File: src/core/wpe_pkg.sv
// Package of constants for the wakeup pin edge select register bank.
package wpe_pkg;
   // Printed offsets are not multiples of four, so they are register indices.
   localparam logic [7:0] WPE_IDX_PINS_4_TO_7 = 8'h01;
   localparam logic [7:0] WPE_IDX_PINS_8_TO_11 = 8'h02;
   localparam logic [7:0] WPE_IDX_PINS_12_TO_15 = 8'h03;
   localparam logic [7:0] WPE_IDX_FLAGS_LO = 8'h04;
   localparam logic [7:0] WPE_IDX_FLAGS_HI = 8'h05;
   localparam int WPE_ADDR_W = 12;
   localparam logic [7:0] WPE_EDGE_SELECT_RESET = 8'h00;
   localparam logic [7:0] WPE_FLAG_RESET = 8'h00;
   localparam int WPE_FIRST_PIN = 4;
   localparam int WPE_NUM_PINS = 12;
   localparam int WPE_FIELD_W = 2;
   // Detection select codes.
   typedef enum logic [1:0] {
      WPE_SEL_OFF = 2'b00,
      WPE_SEL_RISE = 2'b01,
      WPE_SEL_FALL = 2'b10,
      WPE_SEL_ANY = 2'b11
   } wpe_sel_t;
endpackage

File: src/core/wpe_edge_select.sv
// Wakeup pin edge select registers, edge detectors and wakeup flags for pins 4 to 15.
//
// Contract
// - Each 2-bit field decodes 00 as disabled, 01 rising, 10 falling and 11 any change.
// - Register index 1h holds pins 7..4, pin 7 in bits 7-6 down to pin 4 in bits 1-0.
// - Register index 2h holds pins 11..8, pin 11 in bits 7-6 down to pin 8 in bits 1-0.
// - Register index 3h holds pins 15..12, pin 15 in bits 7-6 down to pin 12 in bits 1-0.
// - The chip reset that excludes very-low-leakage exits clears every bit to zero.
// - Other resets, including very-low-leakage wakeup, leave the registers unchanged.
// - Only supervisor writes are accepted; a user write is blocked and gets a bus error.
// - Outside low-leakage modes the detectors are static while registers stay accessible.
// - A set wakeup flag stays set even if its pin field is written back to disabled.
`timescale 1ns/1ps
`default_nettype none
module wpe_edge_select
   import wpe_pkg::*;
(
   input wire logic clk,
   input wire logic reset,
   input wire logic psel,
   input wire logic penable,
   input wire logic pwrite,
   input wire logic [WPE_ADDR_W-1:0] paddr,
   input wire logic [31:0] pwdata,
   input wire logic [2:0] pprot,
   output logic [31:0] prdata,
   output logic pready,
   output logic pslverr,
   input wire logic low_leakage_mode,
   input wire logic [WPE_NUM_PINS-1:0] external_wakeup_input,
   output logic [WPE_NUM_PINS-1:0] pin_detect_enable,
   output logic [WPE_NUM_PINS-1:0] pin_detect_pulse,
   output logic [WPE_NUM_PINS-1:0] pin_wakeup_flag
);

   // Decodes one select field against the previous and current pin level.
   function automatic logic edge_match(input logic [1:0] sel, input logic prev,
                                       input logic cur);
      logic rise;
      logic fall;
      rise = ~prev & cur;
      fall = prev & ~cur;
      case (wpe_sel_t'(sel))
         WPE_SEL_RISE: edge_match = rise;
         WPE_SEL_FALL: edge_match = fall;
         WPE_SEL_ANY: edge_match = rise | fall;
         default: edge_match = 1'b0;
      endcase
   endfunction

   logic [7:0] wake_pins_4_to_7_edge_select_ff;
   logic [7:0] wake_pins_8_to_11_edge_select_ff;
   logic [7:0] wake_pins_12_to_15_edge_select_ff;
   logic [WPE_NUM_PINS-1:0] pin_prev_ff;
   logic [WPE_NUM_PINS-1:0] pin_flag_ff;
   logic [WPE_NUM_PINS-1:0] nxt_pin_flag;
   logic [31:0] prdata_ff;
   logic [31:0] nxt_prdata;
   logic pslverr_ff;
   logic [23:0] all_sel;
   logic [WPE_NUM_PINS-1:0] detect;
   logic [WPE_NUM_PINS-1:0] flag_clear;

   // Address decode; the index is the byte address divided by four.
   wire [WPE_ADDR_W-1:0] byte_base = {paddr[WPE_ADDR_W-1:2], 2'b00};
   wire [7:0] reg_index = paddr[9:2];
   wire aligned = (paddr[1:0] == 2'b00) && (byte_base[WPE_ADDR_W-1:10] == 2'b00);
   wire hit_pe_lo = aligned && (reg_index == WPE_IDX_PINS_4_TO_7);
   wire hit_pe_mid = aligned && (reg_index == WPE_IDX_PINS_8_TO_11);
   wire hit_pe_hi = aligned && (reg_index == WPE_IDX_PINS_12_TO_15);
   wire hit_flag_lo = aligned && (reg_index == WPE_IDX_FLAGS_LO);
   wire hit_flag_hi = aligned && (reg_index == WPE_IDX_FLAGS_HI);
   wire mapped = hit_pe_lo | hit_pe_mid | hit_pe_hi | hit_flag_lo | hit_flag_hi;
   wire access_end = psel & penable;
   // A user-mode write is refused outright so nothing changes.
   wire user_write = pwrite & ~pprot[0];
   wire bad_access = ~mapped | user_write;
   wire wr_ok = access_end & pwrite & ~bad_access;
   wire rd_setup = psel & ~penable & ~pwrite;

   // Every transfer completes in its first access cycle.
   assign pready = psel & penable;
   assign pslverr = pslverr_ff;
   assign prdata = prdata_ff;

   // Flat view of all twelve fields; pin 4 sits at the bottom.
   assign all_sel = {wake_pins_12_to_15_edge_select_ff, wake_pins_8_to_11_edge_select_ff,
                     wake_pins_4_to_7_edge_select_ff};

   // Per-pin detection; the detectors stay quiet outside low-leakage modes.
   always_comb begin
      for (int i = 0; i < WPE_NUM_PINS; i++) begin
         pin_detect_enable[i] = (all_sel[2*i +: 2] != WPE_SEL_OFF);
         detect[i] = low_leakage_mode &
            edge_match(all_sel[2*i +: 2], pin_prev_ff[i], external_wakeup_input[i]);
      end
   end
   assign pin_detect_pulse = detect;
   assign pin_wakeup_flag = pin_flag_ff;

   // Write-one-to-clear of flags; a detection in the same cycle wins.
   assign flag_clear = wr_ok & hit_flag_lo ? {4'h0, pwdata[7:0]} :
                       wr_ok & hit_flag_hi ? {pwdata[3:0], 8'h00} : 12'h000;
   assign nxt_pin_flag = (pin_flag_ff & ~flag_clear) | detect;

   // Read mux, captured in the setup cycle so data comes from a flip-flop.
   always_comb begin
      nxt_prdata = 32'h0000_0000;
      if (hit_pe_lo) begin
         nxt_prdata[7:0] = wake_pins_4_to_7_edge_select_ff;
      end else if (hit_pe_mid) begin
         nxt_prdata[7:0] = wake_pins_8_to_11_edge_select_ff;
      end else if (hit_pe_hi) begin
         nxt_prdata[7:0] = wake_pins_12_to_15_edge_select_ff;
      end else if (hit_flag_lo) begin
         nxt_prdata[7:0] = pin_flag_ff[7:0];
      end else if (hit_flag_hi) begin
         nxt_prdata[3:0] = pin_flag_ff[11:8];
      end
   end

   // Configuration registers; only the chip reset that skips very-low-leakage exits
   // reaches this reset input, so other resets leave the contents alone.
   always_ff @(posedge clk or posedge reset) begin
      if (reset) begin
         wake_pins_4_to_7_edge_select_ff <= WPE_EDGE_SELECT_RESET;
         wake_pins_8_to_11_edge_select_ff <= WPE_EDGE_SELECT_RESET;
         wake_pins_12_to_15_edge_select_ff <= WPE_EDGE_SELECT_RESET;
      end else if (wr_ok) begin
         if (hit_pe_lo) wake_pins_4_to_7_edge_select_ff <= pwdata[7:0];
         if (hit_pe_mid) wake_pins_8_to_11_edge_select_ff <= pwdata[7:0];
         if (hit_pe_hi) wake_pins_12_to_15_edge_select_ff <= pwdata[7:0];
      end
   end

   // Pin history and flags; the history follows the pins in every mode.
   // The history resets low, so a pin held high through reset looks like a rise; the same
   // reset clears every select field, so that pin raises no flag whatever low_leakage_mode is.
   always_ff @(posedge clk or posedge reset) begin
      if (reset) begin
         pin_prev_ff <= 12'h000;
         pin_flag_ff <= 12'h000;
      end else begin
         pin_prev_ff <= external_wakeup_input;
         pin_flag_ff <= nxt_pin_flag;
      end
   end

   // Bus answer registers.
   always_ff @(posedge clk or posedge reset) begin
      if (reset) begin
         prdata_ff <= 32'h0000_0000;
         pslverr_ff <= 1'b0;
      end else begin
         if (rd_setup) prdata_ff <= nxt_prdata;
         pslverr_ff <= psel & ~penable & bad_access;
      end
   end
endmodule
`default_nettype wire

File: config.mk
export PLATFORM = sky130hd
export DESIGN_NAME = wpe_edge_select
export DESIGN_NICKNAME = d
export VERILOG_FILES = /design/src/core/wpe_pkg.sv /design/src/core/wpe_edge_select.sv
export SDC_FILE = /design/constraint.sdc
export NUM_CORES = 1
export LEC_CHECK = 0
export BUFFER_PORTS_ARGS = -buffer_cell sky130_fd_sc_hd__buf_2
export CORE_MARGIN = 2
export CORE_UTILIZATION = 45
export DETAILED_ROUTE_END_ITERATION = 10
export PLACE_DENSITY = 0.77
export SLEW_MARGIN = 20
export SYNTH_ARGS = -nofsm -noshare
export SYNTH_HDL_FRONTEND = slang
export SYNTH_SLANG_ARGS = --single-unit
File: constraint.sdc
create_clock -name clk -period 1.5 [get_ports clk]
set_input_delay 0.075 -clock clk [delete_from_list [all_inputs] [get_ports clk]]
set_output_delay 0.075 -clock clk [all_outputs]
set_load 0.01 [all_outputs]
==> metrics.cfg <==
[run_status]
outcome = complete, but fails checks
violations = hold timing, setup timing

[global_routing]
grt_max_degree = 39
grt_busiest_layer = met2
grt-ovfl-total = 0
gr-usage-met1 = 0.283
grt_usage = 0.226
use_met2 = 0.369
grtUsageMet3 = 0.0600
antenna_found_initial = 0
grt_pass1_vias = 3084
grt_pass1_wl_um = 14800

[detailed_routing]
dr_total_vias = 3021
drtIter0Drc = 202
firstDrtPassIters = 4
ant_nets = 0
totalWireLength_um = 9180
avgViaCountPerCell = 5.16
wl_per_cell_um = 15.7
post-route-drc-count = 0

[yosys]
synth_xor_area_frac = 0
synthMuxAreaShare = 0.0856
synthCells = 343
synth_async_sr_flop_share = 1.00
synth_cell_types = 40
yosysSeqAreaShare = 0.407
synth_fa_ha_area_frac = 0.0856
synth-simple-area-share = 0.186
synth_compound_area_frac = 0.145
yosys_warnings = 0
netlist_area_um2 = 3510
synth_edf_count = 0
ys_ff_latch = 57
synth_top_family_by_area = simple AND/OR/NAND/NOR gates
synth_ff_type = dfrtp_1
avgSynthCellArea_um2 = 10.2

[layout]
nNetsFinal = 571
fin_area_um2 = 4630
finish.utilization = 0.605
layout_commonest_cell = buf_2
drive_gt1_frac = 0.415
syn_to_final_growth_pct = 31.9
diodes = 0
fin_cells = 586
mostFrequentLayoutCells = buf_2 (81), dfrtp_1 (57), buf_4 (43), nor2b_1 (25)

[timing]
rsz0062_at_grt = yes
setup_viol = 21
clock-skew-final_ns = 0.00616
period_share = 1.15
fmax_mhz = 581
tns_ns = -1.71
layout_setup_ws_ns = -0.220
fin_crit_ns = 1.72
holdWs_ns = -0.123
report.final.slew_viol_count = 0
hold_violations = 1

[clocking]
clock_latency_ns = 0.34
ctsHtreeMaxLevel = 3
cts.path.max_buffers = 2
holdBufCountCts = 12
root_buffer = clkbuf_8
cts_tree = yes
cts.sinks = 57
cts.clk_slew.worst_paths_ns = 0.06
cts_inserted_buffers = 9

[setup_path]
r2r_cells = 8
endpoint_kind = output port
cpPeakStageDelay_ns = 0.39
startpoint_type = flip-flop
path_class = flip-flop to output port
crit_path_top_delay_cell = dfrtp_1
cp_num_buf_inv = 2
cp.arrival_ns = 1.65
cp-startpoint = pin_prev_ff[2]
critPathTopFamily = flip-flops
crit_required_ns = 1.42
ff2ff_setup_slack_ns = 0
cp_num_cells = 6
r2r-start = pin_prev_ff[2]
crit_path_cell_trace = ha_1 > nor2b_1 > o21ai_1 > a21boi_1 > buf_4 > buf_6
r2r_end = pin_wakeup_flag[2]
crit_fanout = 2

[placement]
place_congestion = 0.851
dp_cells = 548
port_buffers = 84
dpl.hpwl_um = 6800
place_area_um2 = 4160

[die]
die_x_um = 92.3
num_rows = 32
coreArea_um2 = 7650
num_io_pins = 135
die_h_um = 92.3
start_util = 0.459
die-area_um2 = 8520

[pwr]
power_density_nw_per_um2 = 689
p_total_mw = 3.19
p_leak_nw = 2.57
ir_drop_v = 0.000413

[hold_path]
min_from = external_wakeup_input[2]
holdPathStages = 1
hp-class = input pin to flip-flop
min_delay_worst_endpoint = pin_prev_ff[2]

[run]
drv_cap = 0

## cell usage after synthesis, drive strengths merged (9+ instances only)
library cell,instances,area [um^2]
a21boi,12,90.1
a21o,12,90.1
buf,27,194
dfrtp,57,1430
ha,24,300
inv,26,97.6
mux2,24,300
nand2,19,71.3
nand3b,12,90.1
nor2,9,50.1
nor2b,26,163
o21ai,20,100
or2,13,81.3
## area by class of cell
| type | instances | area (um^2) |
|---|---|---|
| clock buffers | 12 | 145 |
| flip-flops and latches | 57 | 1430 |
| inverters | 26 | 97.6 |
| well taps | 102 | 128 |
| clock inverters | 1 | 5.00 |
| fillers | 634 | 3020 |
| repair buffers | 139 | 882 |
| multi-input cells | 249 | 1940 |
## metrics by stage
step	hold WS [ns]	worst slack (ns)
after floorplan	0.106	-0.414
after global placement	0.119	-0.458
after detailed placement	0.118	-0.484
after CTS	-0.135	-0.248
after global routing	-0.124	-0.299
final	-0.123	-0.220
## routing by layer
| metal | wire (um) | share of wire |
|---|---|---|
| met5 | 0 | 0 |
| met4 | 260 | 0.028 |
| met3 | 736 | 0.080 |
| met2 | 4420 | 0.48 |
| met1 | 3770 | 0.41 |
## how the worst max path moves through the flow
stage	endpoint	slack, ns
4_1_cts	pin_detect_pulse[2]	-0.25
5_1_grt	pin_detect_pulse[2]	-0.30
6_report	pin_detect_pulse[2]	-0.22
3_3_place_gp	wake_pins_12_to_15_edge_select_ff[5]	-0.46
2_1_floorplan	wake_pins_12_to_15_edge_select_ff[0]	-0.41
3_5_place_dp	wake_pins_12_to_15_edge_select_ff[2]	-0.48
## flip-flops by register name, summed over array words and instances, names as in the netlist
register / cells
pslverr: 1
wake_pins_4_to_7_edge_select_ff: 8
pin_prev_ff: 12
prdata: 8
pin_wakeup_flag: 12
wake_pins_8_to_11_edge_select_ff: 8
wake_pins_12_to_15_edge_select_ff: 8
## power by group
| group | internal [mW] | switching (mW) | leakage (nW) |
|---|---|---|---|
| clock network | 0.614 | 0.549 | 0.0782 |
| registers | 1.58 | 0.0261 | 0.759 |
| logic | 0.186 | 0.239 | 1.73 |
| total | 2.38 | 0.814 | 2.57 |
## repair_timing
item | 4_1_cts | 5_1_grt
pin swaps | 16 | 18
endpoints found under the setup margin | 23 | 41
endpoints found under the hold margin | 69 | 1
gates resized for setup | 32 | 16
setup buffers | 10 | 6
gates cloned | 0 | 0
## cells by family (layout without fill, tap and decap cells)
logic type,Yosys count,in the layout
compound gates,72,72
fa+ha+maj,24,24
buf+inv,60,178
flops,57,57
mux,24,24
other cells,1,24
simple gates,105,105
Power figures use the tool's default switching activity.
